[config.mk]
export PLATFORM = sky130hd
export DESIGN_NAME = flash_prot_host
export DESIGN_NICKNAME = d
export VERILOG_FILES = /design/src/hw/flash_prot_pkg.sv /design/src/hw/flash_prot_host.sv
export SDC_FILE = /design/constraint.sdc
export NUM_CORES = 1
export LEC_CHECK = 0
export ABC_AREA = 0
export BUFFER_PORTS_ARGS = -buffer_cell sky130_fd_sc_hd__buf_2
export CORE_MARGIN = 5
export CORE_UTILIZATION = 60
export DETAILED_ROUTE_END_ITERATION = 12
export PLACE_DENSITY = 0.82
export SLEW_MARGIN = 10
export SYNTH_ARGS = -nofsm -noshare
export SYNTH_HDL_FRONTEND = slang
export SYNTH_SLANG_ARGS = --single-unit
export TNS_END_PERCENT = 10
[constraint.sdc]
create_clock -name ref_clk -period 12 [get_ports ref_clk]
set_clock_uncertainty 0.05 [all_clocks]
set_input_delay 0.6 -clock ref_clk [delete_from_list [all_inputs] [get_ports ref_clk]]
set_output_delay 0.6 -clock ref_clk [all_outputs]
set_load 0.005 [all_outputs]
[src/hw/flash_prot_pkg.sv]
// Purpose: Shared constants and types for the flash protection command host
// Assumes: Reference clock of 10 MHz; host drives select, serial clock and lanes
// Notes: Opcodes are the device's command codes; the deselect cycle count derives from its time

package flash_prot_pkg;

  // Timing
  localparam int REF_CLK_PERIOD_NS = 100;
  localparam int T_DESELECT_NS = 50;
  localparam int DESELECT_CYCLES_INT =
    ((T_DESELECT_NS + REF_CLK_PERIOD_NS - 1) / REF_CLK_PERIOD_NS < 1) ? 1 :
    (T_DESELECT_NS + REF_CLK_PERIOD_NS - 1) / REF_CLK_PERIOD_NS;
  localparam logic [7:0] DESELECT_CYCLES = 8'(DESELECT_CYCLES_INT);
  localparam int SCLK_HALF_DEFAULT = 2;

  // Frame sizes
  localparam logic [2:0] ADDR_BYTES_3 = 3'h3;
  localparam logic [2:0] ADDR_BYTES_4 = 3'h4;
  localparam logic [3:0] VLOCK_DATA_BYTES = 4'h1;
  localparam logic [3:0] SECT_PROT_DATA_BYTES = 4'h2;
  localparam logic [3:0] PASSWORD_DATA_BYTES = 4'h8;

  // Command codes
  localparam logic [7:0] OPC_WRITE_ENABLE = 8'h06;
  localparam logic [7:0] OPC_DPD_ENTER = 8'hB9;
  localparam logic [7:0] OPC_DPD_RELEASE = 8'hAB;
  localparam logic [7:0] OPC_RD_SECT_PROT = 8'h2D;
  localparam logic [7:0] OPC_PGM_SECT_PROT = 8'h2C;
  localparam logic [7:0] OPC_RD_VLOCK = 8'hE8;
  localparam logic [7:0] OPC_WR_VLOCK = 8'hE5;
  localparam logic [7:0] OPC_RD_NVLOCK = 8'hE2;
  localparam logic [7:0] OPC_WR_NVLOCK = 8'hE3;
  localparam logic [7:0] OPC_ERASE_NVLOCK = 8'hE4;
  localparam logic [7:0] OPC_RD_FREEZE = 8'hA7;
  localparam logic [7:0] OPC_SET_FREEZE = 8'hA6;
  localparam logic [7:0] OPC_RD_PASSWORD = 8'h27;
  localparam logic [7:0] OPC_WR_PASSWORD = 8'h28;
  localparam logic [7:0] OPC_UNLOCK_PASSWORD = 8'h29;
  localparam logic [7:0] OPC_RD_VLOCK_4B = 8'hE0;
  localparam logic [7:0] OPC_WR_VLOCK_4B = 8'hE1;

  typedef enum logic [3:0] {
    OP_DPD_ENTER = 4'h0, OP_DPD_RELEASE = 4'h1, OP_RD_SECT_PROT = 4'h2,
    OP_PGM_SECT_PROT = 4'h3, OP_RD_VLOCK = 4'h4, OP_WR_VLOCK = 4'h5,
    OP_RD_NVLOCK = 4'h6, OP_WR_NVLOCK = 4'h7, OP_ERASE_NVLOCK = 4'h8,
    OP_RD_FREEZE = 4'h9, OP_SET_FREEZE = 4'hA, OP_RD_PASSWORD = 4'hB,
    OP_WR_PASSWORD = 4'hC, OP_UNLOCK_PASSWORD = 4'hD, OP_RD_VLOCK_4B = 4'hE,
    OP_WR_VLOCK_4B = 4'hF
  } op_t;

  typedef enum logic [1:0] {
    PROTO_EXT = 2'h0, PROTO_DUAL = 2'h1, PROTO_QUAD = 2'h2, PROTO_BAD = 2'h3
  } proto_t;

  typedef enum logic [2:0] {
    ST_IDLE = 3'h0, ST_START = 3'h1, ST_SHIFT = 3'h2, ST_STOP = 3'h3, ST_GAP = 3'h4
  } state_t;

  typedef enum logic [2:0] {
    PH_CMD = 3'h0, PH_ADDR = 3'h1, PH_WR = 3'h2, PH_RD = 3'h3, PH_END = 3'h4
  } phase_t;

  typedef struct packed {
    logic [7:0] code;
    logic [2:0] nab;
    logic [3:0] nwr;
    logic isrd;
    logic wren;
    logic ext_only;
  } dec_t;

endpackage

[src/hw/flash_prot_host.sv]
// Purpose: Host controller issuing protection and power-down commands to a serial flash
// Assumes: Serial clock derived here from ref_clk; lanes sampled via two flip-flops
// Notes: Mode 0 framing; modifying commands get a write-enable frame first
// Overview of operation
// - Power-down enter B9, release AB, command only
// - Volatile lock read E8, 3/4 address, streaming
// - Volatile lock write E5, one data byte
// - Nonvolatile lock read E2, four address bytes
// - Nonvolatile lock write E3, four address, no data
// - Nonvolatile lock erase E4, command only
// - Freeze bit read A7, extended protocol only
// - Freeze bit set A6, command only
// - Four-byte volatile read E0, four address bytes
// - Four-byte volatile write E1, one data byte
// - Command lanes follow active protocol width
// - Mode-dependent address is four bytes in 4-byte mode
// - Write enable precedes every modifying command

`timescale 1ns/1ps

module flash_prot_host #(
  parameter int SCLK_HALF = flash_prot_pkg::SCLK_HALF_DEFAULT
) (
  input wire logic ref_clk,
  input wire logic resetn,
  input wire logic cmd_valid,
  input wire flash_prot_pkg::op_t cmd_op,
  input wire flash_prot_pkg::proto_t cmd_proto,
  input wire logic addr_4byte_mode,
  input wire logic [31:0] cmd_addr,
  input wire logic [63:0] cmd_wdata,
  input wire logic [7:0] cmd_rd_len,
  output logic cmd_ready,
  output logic cmd_done,
  output logic cmd_error,
  output logic rd_valid,
  output logic [7:0] rd_data,
  output logic sel_n,
  output logic sclk,
  output logic [3:0] serial_data_lanes_out,
  output logic [3:0] serial_data_lanes_oe_n,
  input wire logic [3:0] serial_data_lanes_in
);
  import flash_prot_pkg::*;

  function automatic dec_t decode(op_t op, logic mode4);
    dec_t d;
    d = '0;
    unique case (op)
      OP_DPD_ENTER: d.code = OPC_DPD_ENTER;
      OP_DPD_RELEASE: d.code = OPC_DPD_RELEASE;
      OP_RD_SECT_PROT: begin
        d.code = OPC_RD_SECT_PROT;
        d.isrd = 1'b1;
      end
      OP_PGM_SECT_PROT: begin
        d.code = OPC_PGM_SECT_PROT;
        d.nwr = SECT_PROT_DATA_BYTES;
        d.wren = 1'b1;
      end
      OP_RD_VLOCK: begin
        d.code = OPC_RD_VLOCK;
        d.nab = mode4 ? ADDR_BYTES_4 : ADDR_BYTES_3;
        d.isrd = 1'b1;
      end
      OP_WR_VLOCK: begin
        d.code = OPC_WR_VLOCK;
        d.nab = mode4 ? ADDR_BYTES_4 : ADDR_BYTES_3;
        d.nwr = VLOCK_DATA_BYTES;
        d.wren = 1'b1;
      end
      OP_RD_NVLOCK: begin
        d.code = OPC_RD_NVLOCK;
        d.nab = ADDR_BYTES_4;
        d.isrd = 1'b1;
      end
      OP_WR_NVLOCK: begin
        d.code = OPC_WR_NVLOCK;
        d.nab = ADDR_BYTES_4;
        d.wren = 1'b1;
      end
      OP_ERASE_NVLOCK: begin
        d.code = OPC_ERASE_NVLOCK;
        d.wren = 1'b1;
      end
      OP_RD_FREEZE: begin
        d.code = OPC_RD_FREEZE;
        d.isrd = 1'b1;
        d.ext_only = 1'b1;
      end
      OP_SET_FREEZE: begin
        d.code = OPC_SET_FREEZE;
        d.wren = 1'b1;
      end
      OP_RD_PASSWORD: begin
        d.code = OPC_RD_PASSWORD;
        d.isrd = 1'b1;
        d.ext_only = 1'b1;
      end
      OP_WR_PASSWORD: begin
        d.code = OPC_WR_PASSWORD;
        d.nwr = PASSWORD_DATA_BYTES;
        d.wren = 1'b1;
      end
      OP_UNLOCK_PASSWORD: begin
        d.code = OPC_UNLOCK_PASSWORD;
        d.nwr = PASSWORD_DATA_BYTES;
      end
      OP_RD_VLOCK_4B: begin
        d.code = OPC_RD_VLOCK_4B;
        d.nab = ADDR_BYTES_4;
        d.isrd = 1'b1;
      end
      OP_WR_VLOCK_4B: begin
        d.code = OPC_WR_VLOCK_4B;
        d.nab = ADDR_BYTES_4;
        d.nwr = VLOCK_DATA_BYTES;
        d.wren = 1'b1;
      end
    endcase
    return d;
  endfunction

  // Lane mapping, MSB of the byte goes out first
  function automatic logic [3:0] lane_bits(proto_t p, logic [7:0] b);
    lane_bits = (p == PROTO_QUAD) ? b[7:4] :
                (p == PROTO_DUAL) ? {2'b00, b[7:6]} : {3'b000, b[7]};
  endfunction

  function automatic logic [3:0] lane_oe_n(proto_t p);
    lane_oe_n = (p == PROTO_QUAD) ? 4'h0 : (p == PROTO_DUAL) ? 4'hC : 4'hE;
  endfunction

  function automatic logic [7:0] shift_in(proto_t p, logic [7:0] b, logic [3:0] din);
    shift_in = (p == PROTO_QUAD) ? {b[3:0], din} :
               (p == PROTO_DUAL) ? {b[5:0], din[1:0]} : {b[6:0], din[1]};
  endfunction

  function automatic logic [2:0] steps_last(proto_t p);
    steps_last = (p == PROTO_QUAD) ? 3'h1 : (p == PROTO_DUAL) ? 3'h3 : 3'h7;
  endfunction

  localparam logic [7:0] HALF_LAST = 8'(SCLK_HALF - 1);

  // Pin input synchroniser
  logic [3:0] lanes_meta;
  logic [3:0] lanes_sync;

  always_ff @(posedge ref_clk or negedge resetn) begin
    if (!resetn) begin
      lanes_meta <= 4'h0;
      lanes_sync <= 4'h0;
    end else begin
      lanes_meta <= serial_data_lanes_in;
      lanes_sync <= lanes_meta;
    end
  end

  state_t state, next_state;
  phase_t phase, next_phase;
  dec_t dec, next_dec;
  proto_t proto, next_proto;
  logic wren_frame, next_wren_frame;
  logic [31:0] addr, next_addr;
  logic [63:0] wdata, next_wdata;
  logic [7:0] rd_len, next_rd_len;
  logic [7:0] byte_idx, next_byte_idx;
  logic [2:0] bit_cnt, next_bit_cnt;
  logic half, next_half;
  logic [7:0] tmr, next_tmr;
  logic [7:0] shreg, next_shreg;
  logic next_cmd_ready, next_cmd_done, next_cmd_error, next_rd_valid;
  logic [7:0] next_rd_data;
  logic next_sel_n, next_sclk;
  logic [3:0] next_lanes_out, next_lanes_oe_n;

  function automatic logic [7:0] phase_last(phase_t ph, dec_t d, logic [7:0] rl);
    phase_last = (ph == PH_ADDR) ? 8'(d.nab - 3'h1) :
                 (ph == PH_WR) ? 8'(d.nwr - 4'h1) :
                 (ph == PH_RD && rl != 8'h00) ? 8'(rl - 8'h01) : 8'h00;
  endfunction

  function automatic phase_t phase_after(phase_t ph, dec_t d, logic wf);
    phase_after = PH_END;
    if (!wf && ph == PH_CMD && d.nab != 3'h0) begin
      phase_after = PH_ADDR;
    end else if (!wf && (ph == PH_CMD || ph == PH_ADDR)) begin
      phase_after = (d.nwr != 4'h0) ? PH_WR : d.isrd ? PH_RD : PH_END;
    end
  endfunction

  function automatic logic [7:0] byte_for(phase_t ph, logic [7:0] idx, dec_t d,
                                          logic wf, logic [31:0] a, logic [63:0] w);
    logic [1:0] sel;
    sel = 2'(d.nab - 3'h1 - idx[2:0]);
    byte_for = (ph == PH_ADDR) ? a[8*sel +: 8] :
               (ph == PH_WR) ? w[8*idx[2:0] +: 8] :
               wf ? OPC_WRITE_ENABLE : d.code;
  endfunction

  always_comb begin
    logic [7:0] nb;
    phase_t np;
    nb = 8'h00;
    np = PH_END;
    next_state = state;
    next_phase = phase;
    next_dec = dec;
    next_proto = proto;
    next_wren_frame = wren_frame;
    next_addr = addr;
    next_wdata = wdata;
    next_rd_len = rd_len;
    next_byte_idx = byte_idx;
    next_bit_cnt = bit_cnt;
    next_half = half;
    next_tmr = tmr;
    next_shreg = shreg;
    next_cmd_ready = cmd_ready;
    next_cmd_done = 1'b0;
    next_cmd_error = 1'b0;
    next_rd_valid = 1'b0;
    next_rd_data = rd_data;
    next_sel_n = sel_n;
    next_sclk = sclk;
    next_lanes_out = serial_data_lanes_out;
    next_lanes_oe_n = serial_data_lanes_oe_n;
    unique case (state)
      ST_IDLE: begin
        if (cmd_valid) begin
          next_dec = decode(cmd_op, addr_4byte_mode);
          if (cmd_proto == PROTO_BAD || (next_dec.ext_only && cmd_proto != PROTO_EXT)) begin
            next_cmd_error = 1'b1;
            next_cmd_done = 1'b1;
          end else begin
            next_proto = cmd_proto;
            next_wren_frame = next_dec.wren;
            next_addr = cmd_addr;
            next_wdata = cmd_wdata;
            next_rd_len = cmd_rd_len;
            next_cmd_ready = 1'b0;
            next_state = ST_START;
          end
        end
      end
      ST_START: begin
        nb = byte_for(PH_CMD, 8'h00, dec, wren_frame, addr, wdata);
        next_sel_n = 1'b0;
        next_phase = PH_CMD;
        next_byte_idx = 8'h00;
        next_bit_cnt = steps_last(proto);
        next_shreg = nb;
        next_lanes_out = lane_bits(proto, nb);
        next_lanes_oe_n = lane_oe_n(proto);
        next_sclk = 1'b0;
        next_half = 1'b0;
        next_tmr = HALF_LAST;
        next_state = ST_SHIFT;
      end
      ST_SHIFT: begin
        if (tmr != 8'h00) begin
          next_tmr = tmr - 8'h01;
        end else if (!half) begin
          next_sclk = 1'b1;
          next_half = 1'b1;
          next_tmr = HALF_LAST;
        end else begin
          next_shreg = shift_in(proto, shreg, lanes_sync);
          next_sclk = 1'b0;
          next_half = 1'b0;
          next_tmr = HALF_LAST;
          if (bit_cnt != 3'h0) begin
            next_bit_cnt = bit_cnt - 3'h1;
            if (phase != PH_RD) begin
              next_lanes_out = lane_bits(proto, next_shreg);
            end
          end else begin
            if (phase == PH_RD) begin
              next_rd_valid = 1'b1;
              next_rd_data = next_shreg;
            end
            if (byte_idx != phase_last(phase, dec, rd_len)) begin
              np = phase;
              next_byte_idx = byte_idx + 8'h01;
            end else begin
              np = phase_after(phase, dec, wren_frame);
              next_byte_idx = 8'h00;
            end
            next_phase = np;
            next_bit_cnt = steps_last(proto);
            if (np == PH_END) begin
              next_state = ST_STOP;
            end else if (np == PH_RD) begin
              next_lanes_oe_n = 4'hF;
            end else begin
              nb = byte_for(np, next_byte_idx, dec, wren_frame, addr, wdata);
              next_shreg = nb;
              next_lanes_out = lane_bits(proto, nb);
            end
          end
        end
      end
      ST_STOP: begin
        if (tmr != 8'h00) begin
          next_tmr = tmr - 8'h01;
        end else begin
          next_sel_n = 1'b1;
          next_lanes_oe_n = 4'hF;
          next_lanes_out = 4'h0;
          next_tmr = DESELECT_CYCLES - 8'h01;
          next_state = ST_GAP;
        end
      end
      ST_GAP: begin
        if (tmr != 8'h00) begin
          next_tmr = tmr - 8'h01;
        end else if (wren_frame) begin
          next_wren_frame = 1'b0;
          next_state = ST_START;
        end else begin
          next_cmd_done = 1'b1;
          next_cmd_ready = 1'b1;
          next_state = ST_IDLE;
        end
      end
      default: next_state = ST_IDLE;
    endcase
  end

  always_ff @(posedge ref_clk or negedge resetn) begin
    if (!resetn) begin
      state <= ST_IDLE;
      phase <= PH_CMD;
      dec <= '0;
      proto <= PROTO_EXT;
      wren_frame <= 1'b0;
      addr <= 32'h0;
      wdata <= 64'h0;
      rd_len <= 8'h00;
      byte_idx <= 8'h00;
      bit_cnt <= 3'h0;
      half <= 1'b0;
      tmr <= 8'h00;
      shreg <= 8'h00;
      cmd_ready <= 1'b1;
      cmd_done <= 1'b0;
      cmd_error <= 1'b0;
      rd_valid <= 1'b0;
      rd_data <= 8'h00;
      sel_n <= 1'b1;
      sclk <= 1'b0;
      serial_data_lanes_out <= 4'h0;
      serial_data_lanes_oe_n <= 4'hF;
    end else begin
      state <= next_state;
      phase <= next_phase;
      dec <= next_dec;
      proto <= next_proto;
      wren_frame <= next_wren_frame;
      addr <= next_addr;
      wdata <= next_wdata;
      rd_len <= next_rd_len;
      byte_idx <= next_byte_idx;
      bit_cnt <= next_bit_cnt;
      half <= next_half;
      tmr <= next_tmr;
      shreg <= next_shreg;
      cmd_ready <= next_cmd_ready;
      cmd_done <= next_cmd_done;
      cmd_error <= next_cmd_error;
      rd_valid <= next_rd_valid;
      rd_data <= next_rd_data;
      sel_n <= next_sel_n;
      sclk <= next_sclk;
      serial_data_lanes_out <= next_lanes_out;
      serial_data_lanes_oe_n <= next_lanes_oe_n;
    end
  end

  logic busy_frame;
  assign busy_frame = (state == ST_SHIFT);
endmodule

# After elaboration in Yosys (flattened, before gate mapping)

Cells that the tools add are included.

Register bits after elaboration: 185
Bits in latches: 0
RAM bits: 0
Bits in read-only memories: 0
Bits of input ports: 118
Output and inout port bits: 22
Word-level logic and storage cells: 240
Memories kept: 0

$add $sub $neg: 8
$mul: 0
Divide/modulo/power cells: 0
$lt $le $gt $ge: 0
Equality and inequality tests: 46
Shifts and indexed selects: 2
Mux-type cells: 113
Bitwise operators: 3
Reductions and logical operators: 42

Operators with widths:

| kind                                                                | number |
|---|---|
| 8-bit 2-to-1 mux                                                    | 19 |
| 8-bit case mux with 16 select lines                                 | 1 |
| 3-bit 2-to-1 mux                                                    | 26 |
| 4-bit 2-to-1 mux                                                    | 17 |
| 64-bit by 7-bit indexed part select with 8-bit output               | 1 |
| 4-bit case mux with 3 select lines                                  | 3 |
| 7-bit 2-to-1 mux                                                    | 5 |
| 4-bit == test (second input constant)                               | 8 |
| 8-bit case mux with 4 select lines                                  | 1 |
| 32-bit by 6-bit indexed part select with 8-bit output               | 1 |
| 1-bit 2-to-1 mux                                                    | 26 |
| 2-bit inequality test (second input constant)                       | 10 |
| 3-bit by 2-bit == test with 1-bit output (second input constant)    | 6 |
| 3-bit case mux with 2 select lines                                  | 3 |
| 4-bit by 3-bit == test with 1-bit output (second input constant)    | 4 |
| 8-bit case mux with 2 select lines                                  | 1 |
| 8-bit nonzero test                                                  | 2 |
| 8-bit by 1-bit subtractor with 8-bit output (second input constant) | 2 |
| 3-bit case mux with 5 select lines                                  | 1 |
| 7-bit case mux with 2 select lines                                  | 1 |
| 7-bit AND reduction                                                 | 2 |
| 1-bit case mux with 2 select lines                                  | 5 |
| 5-bit AND reduction                                                 | 2 |
| 3-bit by 1-bit == test with 1-bit output (second input constant)    | 3 |
| 33 further kinds                                                    | 64 |

# Logic depth before layout (Yosys ltp)

Gate-level depths: netlist (run 1).

Depth in word-level cells: 22
Depth in mapped cells: 20
Gate-level depth less buffers: 19

# Worst setup path before layout (run 1)

No wires, ideal clock.

Path kind: register -> register
Start: register rd_len[0]
End: register serial_data_lanes_out[0]
Library setup time: 0.140 ns
Arrival time: 4.380 ns
Required time: 11.810 ns
Path slack: 7.430 ns
Stages on the path, launching flop included: 20
Buffers on the path: 1
Period minus slack after synthesis: 4.570 ns
Cells stage by stage: dfrtp_1 > inv_1 > ha_1 > or3b_2 > o21ai_0 > a21oi_1 > o21a_1 > nor3_2 > nand2_4 > nand2b_1 > ha_1 > xor2_1 > clkbuf_1 > nor2_1 > a211oi_1 > o22ai_1 > o21ai_0 > a2bb2oi_1 > a2111oi_0 > a211oi_1

Cells in the longest elaborated chain, start to end: 22
Elaborated cells between the ends (all ways): 37
Classes of those cells: 2 x add/sub; 7 x eq/ne; 2 x shift; 23 x mux; 3 x reduce/logical

RTL lines:

| what                                                                                | RTL line               | RTL |
|---|---|---|
| from (decl)                                                                         | flash_prot_host.sv:166 | `logic [7:0] rd_len, next_rd_len;` |
| from (signal assigned)                                                              | flash_prot_host.sv:362 | `rd_len <= next_rd_len;` |
| branches (longest 2 deep; another with 8-bit by 1-bit subtractor with 8-bit output) | -                      |  |
| 8-bit 2-to-1 mux (*)                                                                | flash_prot_host.sv:180 | `(ph == PH_RD && rl != 8'h00) ? 8'(rl - 8'h01) : 8'h00;` |
| 8-bit 2-to-1 mux (*)                                                                | flash_prot_host.sv:179 | `(ph == PH_WR) ? 8'(d.nwr - 4'h1) :` |
| 8-bit 2-to-1 mux (*)                                                                | flash_prot_host.sv:178 | `phase_last = (ph == PH_ADDR) ? 8'(d.nab - 3'h1) :` |
| 8-bit inequality test (*)                                                           | flash_prot_host.sv:282 | `if (byte_idx != phase_last(phase, dec, rd_len)) begin` |
| 8-bit 2-to-1 mux or 3-bit 2-to-1 mux (tied branches)                                | flash_prot_host.sv:282 |  |
| 8-bit 2-to-1 mux or 3-bit 2-to-1 mux (tied branches)                                | flash_prot_host.sv:272 | `if (bit_cnt != 3'h0) begin` |
| 8-bit 2-to-1 mux or 3-bit 2-to-1 mux (tied branches)                                | flash_prot_host.sv:263 | `end else if (!half) begin` |
| [... 5 more ...]                                                                    | -                      |  |
| 2-bit 2-to-1 mux                                                                    | flash_prot_host.sv:127 | `(p == PROTO_DUAL) ? {2'b00, b[7:6]} : {3'b000, b[7]};` |
| 4-bit 2-to-1 mux                                                                    | flash_prot_host.sv:126 | `lane_bits = (p == PROTO_QUAD) ? b[7:4] :` |
| 4-bit 2-to-1 mux                                                                    | flash_prot_host.sv:293 | `end else if (np == PH_RD) begin` |
| 4-bit 2-to-1 mux                                                                    | flash_prot_host.sv:291 | `if (np == PH_END) begin` |
| 4-bit 2-to-1 mux                                                                    | flash_prot_host.sv:272 |  |
| 4-bit 2-to-1 mux                                                                    | flash_prot_host.sv:263 |  |
| 4-bit 2-to-1 mux                                                                    | flash_prot_host.sv:261 | `if (tmr != 8'h00) begin` |
| 4-bit case mux with 3 select lines                                                  | flash_prot_host.sv:228 | `unique case (state)` |
| to (signal assigned)                                                                | flash_prot_host.sv:375 | `serial_data_lanes_out <= next_lanes_out;` |
| to (decl)                                                                           | flash_prot_host.sv:40  | `output logic [3:0] serial_data_lanes_out,` |

Mark *: on every way between the ends. The select of a mux whose other input is x is not followed.
A chain may end at the register's enable or synchronous reset.

# Final worst setup path (run 1)

Ends and elaborated chain as after synthesis.

==> summary.md, run 1 <==
| Metric | Value |
|---|---|
| Outcome | finished, final reports clean |
| Fin. max-slew vios | 0 |
| Clk sink count | between 150 and 200 |
| DRC Markers | 0 |
| H-tree lvl count | 4 |
| Layout Nets | between 1000 and 1500 |
| Fin. Hold Viols | 0 |
| Total power | 2607 uW |
| Max-cap viol count | 0 |
| Clock Path Buffers | 2 |
| YS warnings | 0 |
| Xor/xnor share of the synthesized area | 0.01448 |
| Seq/Total Area, Yosys | 0.4435 |
| Ranking of synthesized cells by area | dfrtp_1 43%, mux2_2 13%, o21ai_0 3.4% |
| CTS Root Cell | clkbuf_16 |
| Startpoint types | register |
| FP Rows | between 40 and 50 |
| Total grt overflow | 0 |
| Maximum VDD drop | roughly 0.15 mV |
| Routed WL | 27.22 mm |
| Post-synth top area share | 0.4307 |
| Adder-Cell Fraction of Synth Area | 0.01825 |
| Post-CTS Setup Bufs | 0 |
| Total Routing Usage GR | 0.2789 |
| Largest net degree at the start of global routing | ~100 |
| Slew HR | 0.2848 |
| First-pass GRT wire length | ~44 mm |
| Post-synth EDFFs | 0 |
| Post-detailed-route count of antenna-violating nets | 0 |
| Initial Util | 0.6157 |
| # port buffers | about 140 |
| Crit-path cells | inv_1 -> ha_1 -> or3b_2 -> o21ai_0 -> o22ai_1 -> xor2_1 -> nor4_4 -> nand2_4 -> nand2b_1 -> ha_1 -> xor2_1 -> nand2_1 -> nor2_1 -> mux2i_1 -> a32oi_1 -> a2bb2oi_1 -> a2111oi_0 -> a211oi_1 |
| Cts hold-fix bufs | 0 |
| Ports | 140 |
| Simple-gate area share of the yosys netlist | 0.1438 |
| Post-cts resize count | 0 |
| Initial DRT Pass Iterations | 6 |
| Final setup fails | 0 |
| Syn Area/Cell | between 10 and 15 um^2 |
| Final worst-path cycle share | 0.5054 |
| DRT iter0 DRCs | 935 |
| Finished Cell Area | 11640 um^2 |
| Cell area after synthesis | between 10000 and 15000 um^2 |
| Sequential Area | 4561 um^2 |
| Final Critical Period | between 6 and 7 ns |
| DP Area | around 11000 um^2 |
| RSZ-0062 raised after global routing | no |
| Setup CP Type | register to register |
| Core Box Area | around 17000 um^2 |
| Area grow syn2layout | 13.21% |
| HP Class | primary input to asynchronous set/reset pin |
| Leakage Power | roughly 0.0052 uW |
| Cell Pwr Density | approximately 220 nW/um^2 |
| Cells after Synth | ~1000 |
| Yosys reg bits | 182 |
| Multiplexer share of the synthesized area | 0.1792 |
| Syn Nets | roughly 1100 |
| Fillers | about 1300 |
| Slew of the pin with the lowest slew margin | roughly 1.1 ns |
| CP max FO | 16 |
| CTS buffer count | 17 |
| Largest family of logic cells by synthesized area | multiplexers |
| Largest stage delay, worst path | ~0.9 ns |
| Gpl congestion | 0.9398 |
| Drt wl/cell | around 20 um |
| Critical path's slowest cell | nor4_4 |
| Initial antenna violation count | 1 |
| Post-synth cell types | 85 |
| Critical Path Sink Type | register |
| Compound-Gate Fraction of Synth Area | 0.1646 |
| Setup TNS | 0 ns |
| Synth area leader | dfrtp_1 |
| Main synth FF type | dfrtp_1 |
| Via count | 8577 |
| Die H | 140.9 um |
| Vias in the first global route | approximately 8400 |
| Chip width | 140.9 um |
| HPWL after DPL | slightly below 20 mm |
| CTS tree | done |
| Worst-path clk slew | 0.07 ns |
| Share of cells above drive strength 1 | 0.2961 |
| Crit path DAT | ~6.4 ns |
| Worst skew pair latency | between 0.4 and 0.5 ns |
| Worst EP required | around 12 ns |
| Ys async rst share | 1.000 |
| Via density | 6.363 |
| Area of the multi-input gates | 5359 um^2 |
| Ant diodes | 0 |
| Fmax | 0.1649 GHz |
| Full die area | roughly 20000 um^2 |
cell families after synthesis:
family          count (synthesis)
fa+ha+maj                      15
xor+xnor                       17
compound gates                256
flops                         182
simple gates                  295
mux                           156
buf+inv                        93
cell usage after synthesis (all sizes together), types with 4 or more instances:
library cell	instances
o21ai	73
xor2	9
or3	11
clkbuf	53
a21o	4
o22ai	7
nand2	92
nor2b	9
nor3	18
o41ai	4
mux2	119
nand4	6
a21oi	52
xnor2	8
a211oi	12
a31oi	15
inv	28
dfstp	5
and3	10
o31ai	11
o221ai	8
a21boi	6
dfrtp	177
a22o	7
or2	6
nor3b	5
buf	12
nor4	8
mux2i	29
a221oi	6
nand3b	6
nor2	72
nor4b	5
ha	15
nand3	24
nand2b	10
mux4	8
o211ai	12
worst max-delay path: cells and delay by family, from the launching register on:
kind            cells  cell delay [ns]
simple gates        6             2.34
compound gates      6             1.57
xor+xnor            2             0.94
flops               1             0.45
fa+ha+maj           2             0.39
buf+inv             1             0.13
mux                 1             0.09
cell usage in the layout, fill, tap and decap left out, types with 15 or more instances in the layout:
cell / Yosys / routed
a21oi_1: 52 / 52
a31oi_1: 15 / 15
buf_2: 3 / 138
clkbuf_16: 0 / 17
dfrtp_1: 177 / 177
ha_1: 15 / 15
inv_1: 28 / 28
mux2_2: 117 / 117
mux2i_1: 27 / 27
nand2_1: 91 / 91
nand3_1: 24 / 24
nor2_1: 71 / 71
nor3_1: 16 / 16
o21ai_0: 70 / 70
state kept, by name (all words and copies together) (netlist names), 2 cells and up:
register	cells
wdata	64
addr	32
dec	14
byte_idx	8
rd_data	8
rd_len	8
tmr	8
shreg	7
lanes_meta	4
lanes_sync	4
serial_data_lanes_out	4
bit_cnt	3
phase	3
serial_data_lanes_oe_n	3
state	3
proto	2
layer usage:
layer  vias to the layer above  GRT usage  part of all wire
met2                       414     0.4312              0.46
met1                      4149     0.3831              0.42
met5                         -          0           0.00048
li1                       3937          -                 -
met3                        75    0.06773             0.080
met4                         2     0.1071             0.035
metrics by stage:
step             util  hold slack [ns]  std cells  setup slack, ns
4_1_cts        0.6971           0.2121       1348            6.109
6_report       0.6971           0.2171       1348            5.935
3_5_place_dp   0.6623           0.2856       1316            6.152
2_1_floorplan       -           0.2544       1014            7.430
3_3_place_gp   0.6623           0.2832       1316            6.394
5_1_grt        0.6971           0.1994       1348            5.545
final timing paths:
| check | from | to | slack, ns | cells past startpoint |
|---|---|---|---|---|
| hold reg to reg | lanes_meta[2] | lanes_sync[2] | 0.30 | 0 |
| max in group asynchronous | resetn | shreg[0] | 10.14 | 2 |
| setup reg to reg | rd_len[0] | serial_data_lanes_out[0] | 5.93 | 18 |
| setup / recovery | rd_len[0] | serial_data_lanes_out[0] | 5.93 | 18 |
| hold / removal | resetn | rd_len[2] | 0.22 | 1 |
| min in group ref_clk | serial_data_lanes_in[0] | lanes_meta[0] | 0.22 | 1 |
power by group:
group	switching (uW)	internal, uW	leakage [uW]
Combinational	518	461	0.00266
Clock	261	299	0.000276
Sequential	213	855	0.00227
Total	992	1620	0.00521
final cells by class:
type / count / share of cell area
timing repair buffer: 147 / 0.06545
inverter: 28 / 0.009027
clock buffer: 20 / 0.03837
sequential: 182 / 0.3917
tap: 220 / 0.02364
multi-input combinational: 739 / 0.4603
clock inverter: 12 / 0.01150
Note: power is estimated with default switching activity, not from simulation.
==> run 2: changes to the inputs <==
--- a/config.mk
+++ b/config.mk
@@ -5,12 +5,12 @@
 export SDC_FILE = /design/constraint.sdc
 export NUM_CORES = 1
 export LEC_CHECK = 0
-export ABC_AREA = 0
+export ABC_AREA = 1
 export BUFFER_PORTS_ARGS = -buffer_cell sky130_fd_sc_hd__buf_2
 export CORE_MARGIN = 5
-export CORE_UTILIZATION = 60
+export CORE_UTILIZATION = 52
 export DETAILED_ROUTE_END_ITERATION = 12
-export PLACE_DENSITY = 0.82
+export PLACE_DENSITY = 0.76
 export SLEW_MARGIN = 10
 export SYNTH_ARGS = -nofsm -noshare
 export SYNTH_HDL_FRONTEND = slang
==> constraint.sdc (replaced) <==
create_clock -name ref_clk -period 5 [get_ports ref_clk]
set_clock_uncertainty 0.05 [all_clocks]
set_input_delay 0.25 -clock ref_clk [delete_from_list [all_inputs] [get_ports ref_clk]]
set_output_delay 0.25 -clock ref_clk [all_outputs]
set_load 0.005 [all_outputs]
==> summary.md, run 2 <==
| Metric | Value |
|---|---|
| Leakage Power | 0.005835 uW (+12%) |
| Max FFs per register | 64 (unchanged) |
| Setup CP Type | register to register |
| Main synth FF type | dfrtp_1 |
| Worst EP required | 5.27 ns (-7.02 ns) |
| H-tree lvl count | 4 (unchanged) |
| Most common cell in the netlist | nand2_1 |
| Commonest cells in the netlist | 201 x nand2_1, 177 x dfrtp_1, 134 x nor2_1 |
| Core Box Area | 18090 um^2 (+8.3%) |
| Setup TNS | 0 ns (unchanged) |
| Drt wl/cell | 16.41 um (-19%) |
| Gpl congestion | 0.9329 (-0.73%) |
| Post-cts resize count | 0 (unchanged) |
| Syn Nets | 1263 (+10%) |
| Layout Nets | 1426 (+14%) |
| Max-cap viol count | 0 (unchanged) |
| Startpoint types | register |
| Maximum VDD drop | 0.2876 mV (+87%) |
| Routed WL | 25.19 mm (-7.5%) |
| Initial Util | 0.5303 (-0.08541) |
| CTS Root Cell | clkbuf_16 |
| HP Class | primary input to register |
| Die H | 145.8 um (+3.5%) |
| Area grow syn2layout | 19.08% |
| HPWL after DPL | 17.78 mm (-7.6%) |
| Clk sink count | 182 (unchanged) |
| Total grt overflow | 0 (unchanged) |
| Most frequent cells in the layout | 200 x nand2_1, 177 x dfrtp_1, 138 x buf_2 |
| Cts hold-fix bufs | 38 (+38) |
| Syn Area/Cell | 8.488 um^2 (-16%) |
| Final worst-path cycle share | 0.8664 (+0.3609) |
| Largest net degree at the start of global routing | 104 (unchanged) |
| Initial antenna violation count | 0 (-1) |
| Cell Pwr Density | 402.5 nW/um^2 (+80%) |
| First-pass GRT wire length | 41.29 mm (-7.0%) |
| Via density | 5.437 (-15%) |
| DRT iter0 DRCs | 507 (-46%) |
| Via count | 8346 (-2.7%) |
| Ranking of synthesized cells by area | dfrtp_1 46%, mux2_2 7.9%, nand2_1 7.9% |
| Total Routing Usage GR | 0.2382 (-0.04069) |
| Share of cells above drive strength 1 | 0.2243 (-0.07175) |
| FP Rows | 49 (+4.3%) |
| Fin. max-slew vios | 0 (unchanged) |
| Slew of the pin with the lowest slew margin | 0.9506 ns (-0.1142 ns) |
| Ys async rst share | 1.000 (unchanged) |
| Synth area leader | dfrtp_1 |
| CTS buffer count | 17 (unchanged) |
| DP Area | 10440 um^2 (-5.7%) |
| Cell area after synthesis | 9592 um^2 (-6.7%) |
| Initial DRT Pass Iterations | 5 (-1) |
| Post-synth cell types | 54 (-36%) |
| Worst-path clk slew | 0.07 ns (about the same) |
| DRC Markers | 0 (unchanged) |
| Post-synth EDFFs | 0 (unchanged) |
| # port buffers | 139 (unchanged) |
| Cells after Synth | 1130 (+11%) |
| Seq/Total Area, Yosys | 0.4755 (+0.03199) |
| Critical Path Sink Type | register |
| Full die area | 21260 um^2 (+7.1%) |
| Ant diodes | 0 (unchanged) |
| Final setup fails | 0 (unchanged) |
| Yosys reg bits | 182 (unchanged) |
| YS warnings | 0 (unchanged) |
| Fin. Hold Viols | 0 (unchanged) |
| Ports | 140 (unchanged) |
| CTS tree | done |
| Vias in the first global route | 8194 (-2.8%) |
| Slew HR | 0.3662 (+0.08144) |
| Largest Register | wdata |
| Regs by FF count | wdata: 64 flops, addr: 32 flops, dec: 14 flops |
| Worst skew pair latency | 0.43 ns (about the same) |
| Finished Cell Area | 11420 um^2 (-1.9%) |
| Final design utilization | 0.6315 (-0.06556) |
| Post-synth top area share | 0.4618 (+0.03107) |
| Final Critical Period | 4.332 ns (-1.733 ns) |
| Outcome | finished, final reports clean |
| Post-detailed-route count of antenna-violating nets | 0 (unchanged) |
| Most common cell after layout, fill and taps aside | nand2_1 |
| RSZ-0062 raised after global routing | no |
| Clock Path Buffers | 2 (unchanged) |
| Fmax | 0.2309 GHz (+40%) |
| Post-CTS Setup Bufs | 0 (unchanged) |
| Chip width | 145.8 um (+3.5%) |
| Crit path DAT | 4.60 ns (-1.76 ns) |
| Hold_ws | 0.01156 ns (-0.2056 ns) |
| CP max FO | 21 (+5) |
-- run 2: changes by cell type after synthesis, moves of 11 or more --
cell      change
nand2_1     +110
inv_1       +103
nor2_1       +63
mux2_2       -50
nand3_1      +44
a21oi_1      +27
clkbuf_1     -26
mux2i_1      -24
or3_1        -11
-- run 2: power by group --
group	internal, uW	switching [uW]	leakage, uW
clock	677	639	0.000284
sequential	1630	112	0.00221
combinational	532	1000	0.00335
total	2840	1760	0.00583
-- run 2: critical path, stage by stage, from the launching register on --
cell and delay, ns:
dfrtp_1 0.45, inv_1 0.10, nand3_1 0.18, nor2_1 0.41, nand3_1 0.14, nand2_1 0.08
nand2_1 0.05, nand2_1 0.08, nand2_1 0.05, nand2_1 0.06, nand2_1 0.06, nor2_2 0.19
nand3_4 0.23, nand2_1 0.16, ha_1 0.55, clkinv_1 0.44, nor2_1 0.23, o21ai_1 0.09
nand2_1 0.10, nand2_1 0.07, nand2_1 0.11, nand2_1 0.05, nand3_1 0.09, nand2_1 0.06
nand2_1 0.07, a21oi_1 0.06
-- run 2: final timing paths --
| check | start | end | slack, ns | depth (start not counted) |
|---|---|---|---|---|
| setup / recovery | phase[2] | serial_data_lanes_out[0] | 0.67 | 25 |
| hold / removal | cmd_addr[11] | addr[11] | 0.01 | 2 |
| setup reg to reg | phase[2] | serial_data_lanes_out[0] | 0.67 | 25 |
| hold reg to reg | lanes_meta[1] | lanes_sync[1] | 0.31 | 0 |
| max in group asynchronous | resetn | byte_idx[0] | 3.28 | 3 |
| min in group asynchronous | resetn | wdata[34] | 0.44 | 2 |
-- run 2: metal layers --
layer	vias up	wire length, um	track usage
li1	4062	-	-
met5	-	0	0
met3	28	1348	0.04671
met2	277	12300	0.3961
met4	0	381	0.05651
met1	3979	11160	0.3240
-- run 2: cell families after synthesis --
logic type	count (synthesis)	share of synthesized area
muxes	70	0.08179
buffers and inverters	186	0.07853
DFF	182	0.4755
xor gates and xnor gates	11	0.01004
adders and majority gates	15	0.01957
and+or+nand+nor	449	0.2011
AOI/OAI and AO/OA	217	0.1334
-- run 2: final cells by class --
type / instances / area, um^2
clock buffers: 19 / 442.9
clock inverters: 13 / 132.6
fillers: 1513 / 6664
inverters: 140 / 526.8
multi-input cells: 762 / 4285
flip-flops and latches: 182 / 4561
well taps: 229 / 286.5
repair buffers: 190 / 1187
-- run 2: per-stage QoR --
stage	instances	total power, uW	setup slack [ns]
finish	1535	4597	0.6682
global route	1535	4889	0.1712
CTS	1532	4604	0.7226
detailed placement	1462	3261	0.7538
global placement	1462	3226	0.9236
floorplan	1130	2892	1.316
==> run 3: changes to the inputs <==
--- a/config.mk
+++ b/config.mk
@@ -10,7 +10,7 @@
 export CORE_MARGIN = 5
 export CORE_UTILIZATION = 52
 export DETAILED_ROUTE_END_ITERATION = 12
-export PLACE_DENSITY = 0.76
+export PLACE_DENSITY = 0.77
 export SLEW_MARGIN = 10
 export SYNTH_ARGS = -nofsm -noshare
 export SYNTH_HDL_FRONTEND = slang
==> constraint.sdc (replaced) <==
create_clock -name ref_clk -period 3.5 [get_ports ref_clk]
set_clock_uncertainty 0.05 [all_clocks]
set_input_delay 0.175 -clock ref_clk [delete_from_list [all_inputs] [get_ports ref_clk]]
set_output_delay 0.175 -clock ref_clk [all_outputs]
set_load 0.005 [all_outputs]
==> summary.md, run 3 (synthesis gave the netlist of run 2 again) <==
| Metric | Value |
|---|---|
| DR WL met3 | 1.410 mm (+4.6%) |
| Slew of the pin with the lowest slew margin | 0.8233 ns (-0.1273 ns) |
| Startpoint types | register |
| Final setup fails | 0 (unchanged) |
| Max FFs per register | 64 (unchanged) |
| Drt wl/cell | 17.61 um (+7.3%) |
| WP buf/inv | 3 (+1) |
| Largest stage delay, worst path | 0.46 ns (-0.09 ns) |
| Clk sink count | 182 (unchanged) |
| RSZ-0062 raised after global routing | yes |
| Initial Util | 0.5303 (unchanged) |
| Critical path's slowest cell | dfrtp_2 |
| Worst slack, placed | -0.1253 ns (-0.8791 ns) |
| Post-detailed-route count of antenna-violating nets | 0 (unchanged) |
| Met2 WL | 14.55 mm (+18%) |
| Largest Register | wdata |
| H-tree lvl count | 4 (unchanged) |
| Total grt overflow | 0 (unchanged) |
| Fin. Hold Viols | 0 (unchanged) |
| Ant diodes | 0 (unchanged) |
| Total Routing Usage GR | 0.2683 (+0.03018) |
| Worst-path clk slew | 0.07 ns (about the same) |
| Clock Path Buffers | 2 (unchanged) |
| DR top layer | met4 |
| Via count | 9024 (+8.1%) |
| Area grow syn2layout | 31.96% |
| Worst skew pair latency | 0.44 ns (about the same) |
| Leakage Power | 0.006314 uW (+8.2%) |
| Worst path most repeated cell | nand2_1 |
| Ports | 140 (unchanged) |
| Most frequent cells in the layout | 191 x nand2_1, 176 x dfrtp_1, 138 x buf_2 |
| CP max FO | 10 (-52%) |
| Fillers | 1299 (-14%) |
| FP Rows | 49 (unchanged) |
| Layout Nets | 1530 (+7.3%) |
| Initial antenna violation count | 0 (unchanged) |
| Gpl congestion | 0.9163 (-1.8%) |
| Outcome | finished, final reports clean |
| Crit-path cells | nor3_4 -> inv_2 -> or2_1 -> nand3_2 -> nand2_2 -> nor2_2 -> nand2_2 -> nor2_4 -> nand3_4 -> nand2_4 -> ha_4 -> xor2_4 -> buf_12 -> xor2_4 -> buf_6 -> o21ai_0 -> nand3_1 -> nand2_1 -> nand2_1 -> nand2_1 -> nand2_1 -> a21oi_2 |
| Via density | 5.506 (+1.3%) |
| Critical Path Sink Type | register |
| Fmax | 0.2981 GHz (+29%) |
| HP Class | primary input to register |
| Cell Pwr Density | 567.7 nW/um^2 (+41%) |
| Die H | 145.8 um (unchanged) |
| Setup CP Type | register to register |
| Crit path DAT | 3.63 ns (-0.97 ns) |
| Worst path top cell family by delay | simple AND/OR/NAND/NOR gates |
| Fin. max-slew vios | 0 (unchanged) |
| Total power | 7186 uW (+56%) |
| First-pass GRT wire length | 46.17 mm (+12%) |
| Slew HR | 0.4511 (+0.08489) |
| Setup TNS | 0 ns (unchanged) |
| CTS Root Cell | clkbuf_16 |
| CTS buffer count | 17 (unchanged) |
| Most common cell after layout, fill and taps aside | nand2_1 |
| Final Critical Period | 3.354 ns (-0.9777 ns) |
| Largest net degree at the start of global routing | 87 (-16%) |
| Maximum VDD drop | 0.4162 mV (+45%) |
| Full die area | 21260 um^2 (unchanged) |
| Worst EP required | 3.77 ns (-1.50 ns) |
| Share of cells above drive strength 1 | 0.2518 (+0.02742) |
| Initial DRT Pass Iterations | 7 (+2) |
| DRC Markers | 0 (unchanged) |
| # port buffers | 139 (unchanged) |
| Hold_ws | 0.01649 ns (+0.004928 ns) |
| Chip width | 145.8 um (unchanged) |
| HPWL after DPL | 17.89 mm (+0.66%) |
| Setup ws final | 0.1459 ns (-0.5223 ns) |
| Vias in the first global route | 9079 (+11%) |
| Regs by FF count | wdata: 64 flops, addr: 32 flops, dec: 14 flops |
| M1 WL | 11.77 mm (+5.5%) |
| Final worst-path cycle share | 0.9583 (+0.09196) |
| Max-cap viol count | 0 (unchanged) |
| CTS tree | done |
| DRT iter0 DRCs | 643 (+27%) |
| Core Box Area | 18090 um^2 (unchanged) |
| Routed WL | 28.87 mm (+15%) |
run 3: what timing repair did:
item | CTS | global route
setup buffers | 0 | 10
hold buffers | 112 | 0
gates resized for setup | 2 | 47
endpoints found under the setup margin | 8 | 11
gates cloned | 0 | 2
endpoints found under the hold margin | 195 | 0
pin swaps | 1 | 13
run 3: routing by layer:
metal  vias to the layer above  track usage
li1                       4281            -
met1                      4293       0.3348
met2                       355       0.4657
met3                        95      0.04204
met4                         0       0.1111
met5                         -            0
run 3: worst paths after layout:
kind | start | endpoint | slack [ns] | depth (start not counted)
max in group asynchronous | resetn | serial_data_lanes_oe_n[1] | 2.05 | 3
min in group asynchronous | resetn | rd_len[3] | 0.32 | 2
worst max-delay path | phase[2] | serial_data_lanes_out[1] | 0.15 | 22
worst min register to register | lanes_meta[3] | lanes_sync[3] | 0.31 | 0
worst max register to register | phase[2] | serial_data_lanes_out[1] | 0.15 | 22
worst min-delay path | addr_4byte_mode | dec[8] | 0.02 | 4
run 3: area by class of cell:
cell class | count | area (um^2) | area share
sequential | 182 | 4562 | 0.3604
multi-input combinational | 763 | 4467 | 0.3529
timing repair buffer | 292 | 2203 | 0.1741
inverter | 140 | 540.5 | 0.04270
clock buffer | 19 | 452.9 | 0.03578
tap | 229 | 286.5 | 0.02264
clock inverter | 13 | 137.6 | 0.01087
timing repair inverter | 1 | 7.507 | 0.0005931
run 3: per-stage QoR:
| stage | area [um^2] | cells | util |
|---|---|---|---|
| floorplan | 9600 | 1130 | - |
| global placement | 10640 | 1483 | 0.5882 |
| detailed placement | 10640 | 1483 | 0.5882 |
| CTS | 12360 | 1627 | 0.6836 |
| global route | 12660 | 1639 | 0.6998 |
| finish | 12660 | 1639 | 0.6998 |
run 3: worst register-to-register path, stage by stage (launching register included):
cell,delay (ns)
dfrtp_2,0.46
nor3_4,0.22
inv_2,0.07
or2_1,0.34
nand3_2,0.13
nand2_2,0.06
nor2_2,0.11
nand2_2,0.07
nor2_4,0.16
nand3_4,0.11
nand2_4,0.10
ha_4,0.17
xor2_4,0.16
buf_12,0.14
xor2_4,0.22
buf_6,0.13
o21ai_0,0.09
nand3_1,0.12
nand2_1,0.09
nand2_1,0.06
nand2_1,0.06
nand2_1,0.07
a21oi_2,0.05
run 3: power breakdown:
group / switching (uW) / internal, uW / total [uW]
Clock: 899 / 1040 / 1940
Sequential: 162 / 2330 / 2500
Combinational: 1650 / 1100 / 2750
Total: 2720 / 4470 / 7190
